===== src/shared/txhw_pkg.sv =====
// Package with register map, field positions, reset values and shared types for the TX/HW config bank.
package txhw_pkg;

    localparam int          ADDR_W            = 8;
    localparam logic [7:0]  OFS_TX_CONFIG     = 8'h70;
    localparam logic [7:0]  OFS_HW_CONFIG     = 8'h74;

    // Transmit configuration field positions.
    localparam int          TXC_STATUS_FLUSH  = 15;
    localparam int          TXC_DATA_FLUSH    = 14;
    localparam int          TXC_OVERRUN_ALLOW = 2;
    localparam int          TXC_TX_ENABLE     = 1;
    localparam int          TXC_HALT          = 0;

    // Hardware configuration field positions.
    localparam int          HWC_XOVER_STRAP   = 24;
    localparam int          HWC_MUST_BE_ONE   = 20;
    localparam int          HWC_ALLOC_LSB     = 16;
    localparam int          HWC_ALLOC_MSB     = 19;
    localparam int          HWC_BUS_WIDTH     = 2;
    localparam int          HWC_SR_TIMEOUT    = 1;
    localparam int          HWC_SOFT_RESET    = 0;

    // Reset values and sizing.
    localparam logic [3:0]  ALLOC_RESET       = 4'h5;
    localparam logic [3:0]  ALLOC_MIN         = 4'h2;
    localparam logic [3:0]  ALLOC_MAX         = 4'hE;
    localparam int          KB_BYTES          = 1024;
    localparam int          TOTAL_BYTES       = 16384;
    localparam int          TX_STATUS_BYTES   = 512;
    localparam int          SIZE_W            = 15;

    // Soft reset timeout: time in ns and derived cycles at 125 MHz.
    localparam int          CLK_PERIOD_NS     = 8;
    localparam int          SR_TIMEOUT_NS     = 10000;
    localparam int          SR_TIMEOUT_CYC    = SR_TIMEOUT_NS / CLK_PERIOD_NS;
    localparam int          SR_CNT_W          = 12;

    // Software-visible bus request.
    typedef struct packed {
        logic [ADDR_W-1:0] addr;
        logic [31:0]       wdata;
        logic              wr;
        logic              rd;
    } txhw_req_type;

    // FIFO partition handed to the memory controller.
    typedef struct packed {
        logic [SIZE_W-1:0] tx_data_bytes;
        logic [SIZE_W-1:0] tx_status_bytes;
        logic [SIZE_W-1:0] rx_total_bytes;
    } txhw_alloc_type;

    typedef enum logic [1:0] {SR_IDLE, SR_WAIT, SR_PULSE} txhw_sr_type;

endpackage


===== src/hw/txhw_regs.sv =====
// TX configuration and hardware configuration register bank with soft reset sequencing.
//
// Notes on behaviour
// - Writing one to status flush zeroes TX status pointers; bit self-clears.
// - Writing one to data flush zeroes TX data pointers; bit self-clears.
// - Overrun allow zero pauses transmit on full status FIFO; one keeps sending.
// - Status FIFO full interrupt is independent of overrun allow.
// - Transmit enable set makes the transmitter run and send queued data.
// - Device clears transmit enable once halt requested and transmitter stopped.
// - Halt request finishes current frame, stops, then self-clears.
// - Writes to halt request are ignored while it reads one.
// - Read-only bit shows sampled crossover strap level; PHY may override.
// - Four-bit TX allocation in 1 kB steps, resets to 5, range 2..14.
// - TX status takes fixed 512 bytes; TX data gets the remainder.
// - RX FIFOs get 16 kB minus the TX allocation.
// - Read-only bus width bit: one for 32-bit, zero for 16-bit.
// - Soft reset without running PHY clocks never completes; timeout flag set.
// - Soft reset resets MAC and system registers except exempt bits; self-clears.
// - Soft reset clears latched transmit and receive error flags.
// - Writes take no effect until one read after reset or power saving.
`timescale 1ns/100ps

module txhw_regs #(
    parameter int SR_TIMEOUT = txhw_pkg::SR_TIMEOUT_CYC
) (
    input  wire logic                    REF_CLK,
    input  wire logic                    RST,
    input  wire txhw_pkg::txhw_req_type  BUS_REQ,
    output logic [31:0]                  BUS_RDATA,
    input  wire logic                    XOVER_STRAP,
    input  wire logic                    BUS_WIDTH_STRAP,
    input  wire logic                    PHY_CLKS_RUNNING,
    input  wire logic                    POWER_SAVE_EXIT,
    input  wire logic                    TX_STATUS_FULL,
    input  wire logic                    TX_FRAME_ACTIVE,
    input  wire logic                    TX_ERROR_EVENT,
    input  wire logic                    RX_ERROR_EVENT,
    output logic                         TX_RUN,
    output logic                         TX_STATUS_PTR_CLEAR,
    output logic                         TX_DATA_PTR_CLEAR,
    output logic                         TX_STATUS_FULL_IRQ,
    output logic                         MUST_BE_ONE_OK,
    output txhw_pkg::txhw_alloc_type     FIFO_ALLOC,
    output logic                         SOFT_RESET_PULSE,
    output logic                         TRANSMIT_ERROR_FLAG,
    output logic                         RECEIVE_ERROR_FLAG
);
    import txhw_pkg::*;

    logic                  tx_enable;
    logic                  overrun_allow;
    logic                  halt_request;
    logic                  must_be_one_bit;
    logic [3:0]            tx_fifo_allocation;
    logic                  soft_reset_timeout;
    logic                  soft_reset_request;
    logic                  read_seen;
    logic                  xover_meta;
    logic                  xover_sync;
    logic                  width_meta;
    logic                  width_sync;
    logic                  phy_meta;
    logic                  phy_sync;
    logic                  status_full_meta;
    logic                  status_full_sync;
    logic                  frame_meta;
    logic                  frame_sync;
    logic                  crossover_auto_strap;
    logic                  bus_width_strap;
    logic [1:0]            strap_wait;
    logic [SR_CNT_W-1:0]   sr_count;
    txhw_sr_type           sr_state;
    logic                  wr_tx;
    logic                  wr_hw;
    logic                  soft_clear;
    logic                  halted;
    logic [SIZE_W-1:0]     tx_total_bytes;

    // Writes are only honoured once software has done its first read.
    assign wr_tx          = BUS_REQ.wr && read_seen && BUS_REQ.addr == OFS_TX_CONFIG;
    assign wr_hw          = BUS_REQ.wr && read_seen && BUS_REQ.addr == OFS_HW_CONFIG;
    assign soft_clear     = sr_state == SR_PULSE;
    assign halted         = halt_request && !frame_sync;
    assign tx_total_bytes = SIZE_W'({tx_fifo_allocation, 10'h000});

    // Pins from outside the clock domain pass two flops before any logic sees them.
    always_ff @(posedge REF_CLK) begin
        if (RST) begin
            xover_meta       <= 1'b0;
            xover_sync       <= 1'b0;
            width_meta       <= 1'b0;
            width_sync       <= 1'b0;
            phy_meta         <= 1'b0;
            phy_sync         <= 1'b0;
            status_full_meta <= 1'b0;
            status_full_sync <= 1'b0;
            frame_meta       <= 1'b0;
            frame_sync       <= 1'b0;
        end else begin
            xover_meta       <= XOVER_STRAP;
            xover_sync       <= xover_meta;
            width_meta       <= BUS_WIDTH_STRAP;
            width_sync       <= width_meta;
            phy_meta         <= PHY_CLKS_RUNNING;
            phy_sync         <= phy_meta;
            status_full_meta <= TX_STATUS_FULL;
            status_full_sync <= status_full_meta;
            frame_meta       <= TX_FRAME_ACTIVE;
            frame_sync       <= frame_meta;
        end
    end

    // Straps follow the synchronisers for three cycles after release, long enough for them
    // to fill, and are then frozen so that later pin wiggles are ignored.
    always_ff @(posedge REF_CLK) begin
        if (RST) begin
            strap_wait           <= 2'h0;
            crossover_auto_strap <= 1'b0;
            bus_width_strap      <= 1'b0;
        end else if (strap_wait != 2'h3) begin
            strap_wait           <= strap_wait + 2'h1;
            crossover_auto_strap <= xover_sync;
            bus_width_strap      <= width_sync;
        end
    end

    // First-read gate; a return from power saving closes it again.
    always_ff @(posedge REF_CLK) begin
        if (RST || POWER_SAVE_EXIT) begin
            read_seen <= 1'b0;
        end else if (BUS_REQ.rd) begin
            read_seen <= 1'b1;
        end
    end

    // Transmit configuration register; soft reset returns it to defaults.
    always_ff @(posedge REF_CLK) begin
        if (RST || soft_clear) begin
            tx_enable     <= 1'b0;
            overrun_allow <= 1'b0;
            halt_request  <= 1'b0;
        end else begin
            if (wr_tx) begin
                overrun_allow <= BUS_REQ.wdata[TXC_OVERRUN_ALLOW];
                tx_enable     <= BUS_REQ.wdata[TXC_TX_ENABLE];
            end
            if (wr_tx && !halt_request) begin
                halt_request <= BUS_REQ.wdata[TXC_HALT];
            end else if (halted) begin
                halt_request <= 1'b0;
                tx_enable    <= 1'b0;
            end
        end
    end

    // Flush strobes are one-cycle pulses; the register bit itself never stores a one.
    always_ff @(posedge REF_CLK) begin
        if (RST) begin
            TX_STATUS_PTR_CLEAR <= 1'b0;
            TX_DATA_PTR_CLEAR   <= 1'b0;
        end else begin
            TX_STATUS_PTR_CLEAR <= wr_tx && BUS_REQ.wdata[TXC_STATUS_FLUSH];
            TX_DATA_PTR_CLEAR   <= wr_tx && BUS_REQ.wdata[TXC_DATA_FLUSH];
        end
    end

    // Transmit gating: the run line drops the cycle after a halt request, while the current frame may still be active.
    always_ff @(posedge REF_CLK) begin
        if (RST) begin
            TX_RUN             <= 1'b0;
            TX_STATUS_FULL_IRQ <= 1'b0;
        end else begin
            TX_RUN             <= tx_enable && !halt_request
                                  && (overrun_allow || !status_full_sync);
            TX_STATUS_FULL_IRQ <= status_full_sync;
        end
    end

    // Hardware configuration storage; the strap and width bits are read-only.
    always_ff @(posedge REF_CLK) begin
        if (RST || soft_clear) begin
            must_be_one_bit    <= 1'b0;
            tx_fifo_allocation <= ALLOC_RESET;
        end else if (wr_hw) begin
            must_be_one_bit    <= BUS_REQ.wdata[HWC_MUST_BE_ONE];
            tx_fifo_allocation <= BUS_REQ.wdata[HWC_ALLOC_MSB:HWC_ALLOC_LSB];
        end
    end

    // Soft reset sequencer: waits for live PHY clocks, else times out and gives up.
    always_ff @(posedge REF_CLK) begin
        if (RST) begin
            sr_state           <= SR_IDLE;
            sr_count           <= '0;
            soft_reset_request <= 1'b0;
            soft_reset_timeout <= 1'b0;
        end else begin
            unique case (sr_state)
                SR_IDLE: begin
                    if (wr_hw && BUS_REQ.wdata[HWC_SOFT_RESET]) begin
                        sr_state           <= SR_WAIT;
                        sr_count           <= '0;
                        soft_reset_request <= 1'b1;
                        soft_reset_timeout <= 1'b0;
                    end
                end
                SR_WAIT: begin
                    if (phy_sync) begin
                        sr_state <= SR_PULSE;
                    end else if (sr_count == SR_CNT_W'(SR_TIMEOUT - 1)) begin
                        sr_state           <= SR_IDLE;
                        soft_reset_request <= 1'b0;
                        soft_reset_timeout <= 1'b1;
                    end else begin
                        sr_count <= sr_count + 1'b1;
                    end
                end
                SR_PULSE: begin
                    sr_state           <= SR_IDLE;
                    soft_reset_request <= 1'b0;
                end
            endcase
        end
    end

    // Soft reset pulse to the rest of the MAC and system registers.
    always_ff @(posedge REF_CLK) begin
        if (RST) begin
            SOFT_RESET_PULSE <= 1'b0;
        end else begin
            SOFT_RESET_PULSE <= soft_clear;
        end
    end

    // Latched error flags; an event in the clearing cycle still sets the flag.
    always_ff @(posedge REF_CLK) begin
        if (RST) begin
            TRANSMIT_ERROR_FLAG <= 1'b0;
            RECEIVE_ERROR_FLAG  <= 1'b0;
        end else begin
            TRANSMIT_ERROR_FLAG <= TX_ERROR_EVENT || (TRANSMIT_ERROR_FLAG && !soft_clear);
            RECEIVE_ERROR_FLAG  <= RX_ERROR_EVENT || (RECEIVE_ERROR_FLAG && !soft_clear);
        end
    end

    // FIFO partition. Out-of-range settings are the host's fault and pass through unchanged.
    always_ff @(posedge REF_CLK) begin
        if (RST) begin
            FIFO_ALLOC     <= '0;
            MUST_BE_ONE_OK <= 1'b0;
        end else begin
            FIFO_ALLOC.tx_status_bytes <= SIZE_W'(TX_STATUS_BYTES);
            FIFO_ALLOC.tx_data_bytes   <= tx_total_bytes - SIZE_W'(TX_STATUS_BYTES);
            FIFO_ALLOC.rx_total_bytes  <= SIZE_W'(TOTAL_BYTES) - tx_total_bytes;
            MUST_BE_ONE_OK             <= must_be_one_bit;
        end
    end

    // Read port: data one cycle after the strobe, zero elsewhere and on reserved bits.
    always_ff @(posedge REF_CLK) begin
        if (RST) begin
            BUS_RDATA <= 32'h0000_0000;
        end else if (BUS_REQ.rd && BUS_REQ.addr == OFS_TX_CONFIG) begin
            BUS_RDATA <= '0;
            BUS_RDATA[TXC_OVERRUN_ALLOW] <= overrun_allow;
            BUS_RDATA[TXC_TX_ENABLE]     <= tx_enable;
            BUS_RDATA[TXC_HALT]          <= halt_request;
        end else if (BUS_REQ.rd && BUS_REQ.addr == OFS_HW_CONFIG) begin
            BUS_RDATA <= '0;
            BUS_RDATA[HWC_XOVER_STRAP]               <= crossover_auto_strap;
            BUS_RDATA[HWC_MUST_BE_ONE]               <= must_be_one_bit;
            BUS_RDATA[HWC_ALLOC_MSB:HWC_ALLOC_LSB]   <= tx_fifo_allocation;
            BUS_RDATA[HWC_BUS_WIDTH]                 <= bus_width_strap;
            BUS_RDATA[HWC_SR_TIMEOUT]                <= soft_reset_timeout;
            BUS_RDATA[HWC_SOFT_RESET]                <= soft_reset_request;
        end else begin
            BUS_RDATA <= 32'h0000_0000;
        end
    end

    // Checks on the behaviour above.
    chk_halt_write_ignored: assert property (@(posedge REF_CLK) disable iff (RST)
        halt_request && wr_tx && !halted && !soft_clear |=> halt_request)
        else $error("halt request changed by a write while set");
    chk_halt_clears_enable: assert property (@(posedge REF_CLK) disable iff (RST)
        halted && !soft_clear |=> !tx_enable && !halt_request)
        else $error("transmit enable not cleared after halt");
    chk_pause_on_full: assert property (@(posedge REF_CLK) disable iff (RST)
        status_full_sync && !overrun_allow |=> !TX_RUN)
        else $error("transmit ran with full status fifo");
    chk_status_flush_pulse: assert property (@(posedge REF_CLK) disable iff (RST)
        wr_tx && BUS_REQ.wdata[TXC_STATUS_FLUSH] |=> TX_STATUS_PTR_CLEAR ##1
        (!TX_STATUS_PTR_CLEAR || $past(wr_tx && BUS_REQ.wdata[TXC_STATUS_FLUSH])))
        else $error("status flush pulse wrong");
    chk_data_flush_pulse: assert property (@(posedge REF_CLK) disable iff (RST)
        wr_tx && BUS_REQ.wdata[TXC_DATA_FLUSH] |=> TX_DATA_PTR_CLEAR)
        else $error("data flush pulse missing");
    chk_full_irq_follows: assert property (@(posedge REF_CLK) disable iff (RST)
        status_full_sync |=> TX_STATUS_FULL_IRQ)
        else $error("full interrupt missing");
    chk_reset_timeout: assert property (@(posedge REF_CLK) disable iff (RST)
        sr_state == SR_WAIT && !phy_sync && sr_count == SR_CNT_W'(SR_TIMEOUT - 1)
        |=> soft_reset_timeout && !soft_reset_request)
        else $error("soft reset timeout not flagged");
    chk_reset_clears_errors: assert property (@(posedge REF_CLK) disable iff (RST)
        soft_clear && !TX_ERROR_EVENT |=> !TRANSMIT_ERROR_FLAG)
        else $error("soft reset left transmit error set");
    chk_write_gate: assert property (@(posedge REF_CLK) disable iff (RST)
        BUS_REQ.wr && !read_seen && !soft_clear && !halted |=> $stable(overrun_allow))
        else $error("write took effect before first read");
    chk_alloc_split: assert property (@(posedge REF_CLK) disable iff (RST)
        !$past(RST) |-> FIFO_ALLOC.rx_total_bytes + FIFO_ALLOC.tx_data_bytes
        + FIFO_ALLOC.tx_status_bytes == SIZE_W'(TOTAL_BYTES))
        else $error("fifo split does not add up");
    cov_halt: cover property (@(posedge REF_CLK) disable iff (RST) halted);
    cov_timeout: cover property (@(posedge REF_CLK) disable iff (RST) $rose(soft_reset_timeout));
    cov_soft_reset: cover property (@(posedge REF_CLK) disable iff (RST) SOFT_RESET_PULSE);
    cov_full_pause: cover property (@(posedge REF_CLK) disable iff (RST)
        tx_enable && status_full_sync && !overrun_allow);

endmodule


===== config.mk =====
export PLATFORM = sky130hd
export DESIGN_NAME = txhw_regs
export DESIGN_NICKNAME = d
export VERILOG_FILES = /design/src/shared/txhw_pkg.sv /design/src/hw/txhw_regs.sv
export SDC_FILE = /design/constraint.sdc
export NUM_CORES = 1
export LEC_CHECK = 0
export BUFFER_PORTS_ARGS = -buffer_cell sky130_fd_sc_hd__buf_2
export CAP_MARGIN = 20
export CORE_MARGIN = 2
export CORE_UTILIZATION = 47
export CTS_CLUSTER_DIAMETER = 150
export DETAILED_ROUTE_END_ITERATION = 16
export PLACE_DENSITY = 0.8
export SYNTH_ARGS = -nofsm -noshare
export SYNTH_HDL_FRONTEND = slang
export SYNTH_SLANG_ARGS = --single-unit

===== constraint.sdc =====
create_clock -name REF_CLK -period 2.2 [get_ports REF_CLK]
set_input_delay 0.33 -clock REF_CLK [delete_from_list [all_inputs] [get_ports REF_CLK]]
set_output_delay 0.33 -clock REF_CLK [all_outputs]
set_load 0.01 [all_outputs]

# [After elaboration in Yosys (flattened, before gate mapping)]
# Index checks and enable logic that the tools add are counted.
[op_classes] add_sub_neg=4 n_eq_ne=11 n_mux=24 n_bitwise=1 n_reduce_logical=31
[op_table] operator="12-bit 2-to-1 mux" n=3
[op_table] operator="25-bit 2-to-1 mux" n=1
[op_table] operator="12-bit case mux with 2 select lines" n=1
[op_table] operator="8-bit by 7-bit equality test with 1-bit output (second input constant)" n=2
[op_table] operator="14-bit by 10-bit subtractor with 15-bit output (second input constant)" n=1
[op_table] operator="15-bit by 14-bit subtractor with 15-bit output (first input constant)" n=1
[op_table] operator="1-bit logical AND" n=14
[op_table] operator="12-bit by 1-bit adder with 12-bit output (second input constant)" n=1
[op_table] operator="12-bit by 11-bit equality test with 1-bit output (second input constant)" n=1
[op_table] operator="1-bit 2-to-1 mux" n=11
[op_table] operator="2-bit inequality test (second input constant)" n=5
[op_table] operator="4-bit AND reduction" n=2
[op_table] operator="2-bit 2-to-1 mux" n=3
[op_table] operator="3-bit 2-to-1 mux" n=2
[op_table] operator="2-bit case mux with 3 select lines" n=1
[op_table] operator="1-bit logical OR" n=5
[op_table] operator="1-bit zero test" n=4
[op_table] operator="2-bit nonzero test" n=2
[op_table] operator="3-bit inequality test (second input constant)" n=1
[op_table] operator="1-bit case mux with 3 select lines" n=1
[op_table] operator="3-bit AND reduction" n=1
[op_table] operator="3-bit OR reduction" n=1
[op_table] operator="2-bit by 1-bit adder with 2-bit output (second input constant)" n=1
[op_table] operator="2-bit by 1-bit equality test with 1-bit output (second input constant)" n=1
[op_table] operator="5 further kinds" n=5
[totals] reg_bits=101 inputBits=52

# [Depth between registers and ports, before layout]
[depth] depth_word=5 mapped_depth=8

# [Least setup slack after synthesis]
# Ideal clock, no wire load.
[synth_timing] kind="input -> register" startpoint="in BUS_REQ[35] (netlist bit)" endpoint="reg sr_count[2]" setup_time_ns=0.132 arrival_time_ns=1.827 setup_slack_ns=0.241 stages=6 cell_sequence="or4b_4 > o31ai_4 > o21ai_0 > buf_4 > o21ai_0 > a21oi_1"
[synth_between] elab_chain_len=5
[synth_rtl] item="from (decl)" line_no="txhw_regs.sv:28" source="input wire txhw_pkg::txhw_req_type BUS_REQ,"
[synth_rtl] item="8-bit by 7-bit equality test with 1-bit output" line_no="txhw_regs.sv:81" source="assign wr_hw = BUS_REQ.wr && read_seen && BUS_REQ.addr == OFS_HW_CONFIG;"
[synth_rtl] item="1-bit logical AND" line_no="txhw_regs.sv:81"
[synth_rtl] item="1-bit logical AND" line_no="txhw_regs.sv:200" source="if (wr_hw && BUS_REQ.wdata[HWC_SOFT_RESET]) begin"
[synth_rtl] item="2-bit inequality test (no source line)"
[synth_rtl] item="4-bit AND reduction (no source line)"
[synth_rtl] item="to (signal assigned)" line_no="txhw_regs.sv:215" source="sr_count <= sr_count + 1'b1;"
[synth_rtl] item="to (decl)" line_no="txhw_regs.sv:71" source="logic [SR_CNT_W-1:0] sr_count;"
# No other way between the ends.
# A chain may end at the register's enable or synchronous reset.

# [Final worst setup path]
[layout_timing] startpoint="reg sr_count[1]" endpoint="reg sr_count[7]"
[layout_between] elab_chain_len=4 word_cells_on_any_way=7 classes_between="add/sub: 1; eq/ne: 2; mux: 3; reduce/logical: 1"
[layout_rtl] item="12-bit by 1-bit adder with 12-bit output" line_no="txhw_regs.sv:215"
[layout_rtl] item="12-bit 2-to-1 mux" line_no="txhw_regs.sv:210" source="end else if (sr_count == SR_CNT_W'(SR_TIMEOUT - 1)) begin"
[layout_rtl] item="12-bit 2-to-1 mux" line_no="txhw_regs.sv:208" source="if (phy_sync) begin"
[layout_rtl] item="12-bit case mux with 2 select lines" line_no="txhw_regs.sv:198" source="unique case (sr_state)"
# Parallel ways exist; a longest one is shown, timed or not. The select of a mux whose other input is x is not followed.

==> impl_metrics.env <==
export IMPL_status="finished clean"
export IMPL_postCtsResizedCells=0
export IMPL_worstSetupEndpointType="register"
export IMPL_die_w_um=83.9
export IMPL_syn_area_per_cell_um2=9.46
export IMPL_ys_seq_area_share_pct=45.4
export IMPL_ir_worst_vdd_uv=470
export IMPL_gr_total_overflow=0
export IMPL_grt_max_degree=47
export IMPL_grt_pass1_vias=1991
export IMPL_clkTransAtPathRegs_ps=70
export IMPL_hp_class="in -> reg"
export IMPL_required_ps=2460
export IMPL_cts_sinks=68
export IMPL_antenna_found_initial=0
export IMPL_cp_start_kind="register"
export IMPL_wl_per_cell_um=11.9
export IMPL_num_rows=29
export IMPL_portBuffers=58
export IMPL_postCtsHoldBufs=0
export IMPL_drt_iter0_markers=73
export IMPL_regArea_mm2=0.00136
export IMPL_min_period_ps=1930
export IMPL_grtUsageTotal_pct=15.9
export IMPL_crit_chain="inv_1, ha_1, and4b_1, a31oi_1, buf_4, nand2_4, or4_1, a31oi_1"
export IMPL_power_mw=2.63
export IMPL_drt_total_wl_mm=5.57
export IMPL_dr_total_vias=2217
export IMPL_diodes=0
export IMPL_yosysTopAreaCellShare_pct=45.4
export IMPL_multi_input_area_mm2=0.00133
export IMPL_place_gp_congestion=0.791
export IMPL_yosys_warnings=0
export IMPL_grt_first_pass_wirelength_mm=8.87
export IMPL_crit_fanout=8
export IMPL_first_pass_iters=4
export IMPL_clockBufferDepth=2
export IMPL_nNetsFinal=446
export IMPL_worstPathBufferInverterCount=2
export IMPL_syn_instance_count=317
export IMPL_setup_viol=0
export IMPL_dieArea_mm2=0.00703
export IMPL_layout_common_cells="dfxtp_1, buf_2, conb_1"
export IMPL_nFillCells=559
export IMPL_insertion_delay_ps=340
export IMPL_cp_top_family="simple AND/OR/NAND/NOR gates"
export IMPL_clock_skew_final_ps=8.21
export IMPL_dp_hpwl_mm=4.09
export IMPL_core_area_mm2=0.00624
export IMPL_post_cts_buffers=0
export IMPL_rsz0062_at_grt="no"
export IMPL_cap_violations=0
export IMPL_vias_per_cell=4.74
export IMPL_critPathSlowestCell="or4_1"
export IMPL_cp_common_cell="a31oi_1"
export IMPL_areaGrowthSynthToFinish_pct=13.9
export IMPL_root_buffer="clkbuf_8"
export IMPL_leakagePower_nw=1.53
export IMPL_p_per_area_mw_per_mm2=770
export IMPL_ys_ff_latch=68
export IMPL_htreeDepth=3
export IMPL_drv_slew=0
export IMPL_ys_types=53
export IMPL_synth_ff_type="dfxtp_1"
export IMPL_fmax_mhz=518
export IMPL_synth_edff_count=0
export IMPL_final_common_cell="dfxtp_1"
export IMPL_worstSetupPathType="reg -> reg"
export IMPL_hold_violations=0
export IMPL_drive_gt1_share_pct=23.8
export IMPL_cts_buffers=9
export IMPL_async_reset_ff_share_pct=0
export IMPL_setup_tns_ps=0
export IMPL_drc=0
export IMPL_io_pins=137
export IMPL_syn_cell_area_mm2=0.00300
export IMPL_synthTopCellsByArea="dfxtp_1, buf_4, nor2_1"
export IMPL_max_stage_delay_ps=400
export IMPL_yosysTopAreaCell="dfxtp_1"
export IMPL_die_y_um=83.9
export IMPL_worstPathArrival_ps=2190
export IMPL_drtAntennaViolNets=0
export IMPL_fin_crit_sh_pct=87.8
export IMPL_tritoncts="yes"
export IMPL_initial_core_util_pct=48.0
cell families (layout without fill, tap and decap cells):
group,after synthesis,in the layout,share of synthesized area [%]
AOI/OAI and AO/OA,37,37,9.02
xor gates and xnor gates,3,3,0.877
adders and majority gates,7,7,2.92
buffers and inverters,75,94,17.1
DFF,68,68,45.4
muxes,10,10,3.34
other,1,56,0.125
and+or+nand+nor,116,116,21.2
cell usage after synthesis, drive strengths merged (3+ instances only):
cell type  instances
nor3               6
nor3b              4
mux2i             10
buf               60
nand4              4
nor4b              4
nor2b             16
nor2              33
nand2             17
or3                3
a22o               3
dfxtp             68
inv                9
nand3              6
a21oi              8
a31oi              3
o21ai              7
and2               8
clkbuf             5
ha                 7
final cells by class:
cell class                 count  area share, %
multi-input combinational    229           39.0
clock buffer                  11           4.14
clock inverter                 4           2.16
tap                           77           2.82
sequential                    68           39.9
inverter                      10           1.10
timing repair buffer          69           10.9
where the power goes:
group          leakage [nW]  switching, mW  internal [mW]
Combinational         0.870          0.144         0.0841
Clock                 0.109          0.459          0.663
Sequential            0.554         0.0144           1.26
Total                  1.53          0.617           2.01
final timing paths:
kind	endpoint	depth (start not counted)	slack, ps	start
max	sr_count[7]$_SDFFE_PP0P_	8	270	sr_count[1]$_SDFFE_PP0P_
min	read_seen$_SDFFE_PP0P_	2	160	POWER_SAVE_EXIT
max reg2reg	sr_count[7]$_SDFFE_PP0P_	8	270	sr_count[1]$_SDFFE_PP0P_
min reg2reg	phy_sync$_SDFF_PP0_	1	440	phy_meta$_SDFF_PP0_
routing by layer:
| layer | routed length, um | vias to the layer above | track usage, % |
|---|---|---|---|
| met5 | 0 | - | 0 |
| met3 | 376 | 16 | 3.66 |
| met4 | 149 | 0 | 9.82 |
| met1 | 2370 | 1008 | 18.4 |
| li1 | - | 1100 | - |
| met2 | 2680 | 93 | 26.4 |
sequential cells by signal, summed over array words and instances (netlist names), 2 cells and up:
signal,cells
BUS_RDATA,9
FIFO_ALLOC,12
sr_count,12
sr_state,2
strap_wait,2
tx_fifo_allocation,4
through the flow:
step / cells / utilization, % / worst slack (ps) / instance area, um2 / hold WS, ps
4_1_cts: 468 / 54.7 / 211 / 3410 / 149
5_1_grt: 468 / 54.7 / 88.2 / 3410 / 147
3_5_place_dp: 453 / 51.2 / 48.9 / 3200 / 424
2_1_floorplan: 372 / - / 241 / 3200 / 407
3_3_place_gp: 453 / 51.2 / 68.4 / 3200 / 418
6_report: 468 / 54.7 / 269 / 3410 / 157
(Power assumes the default switching activity.)
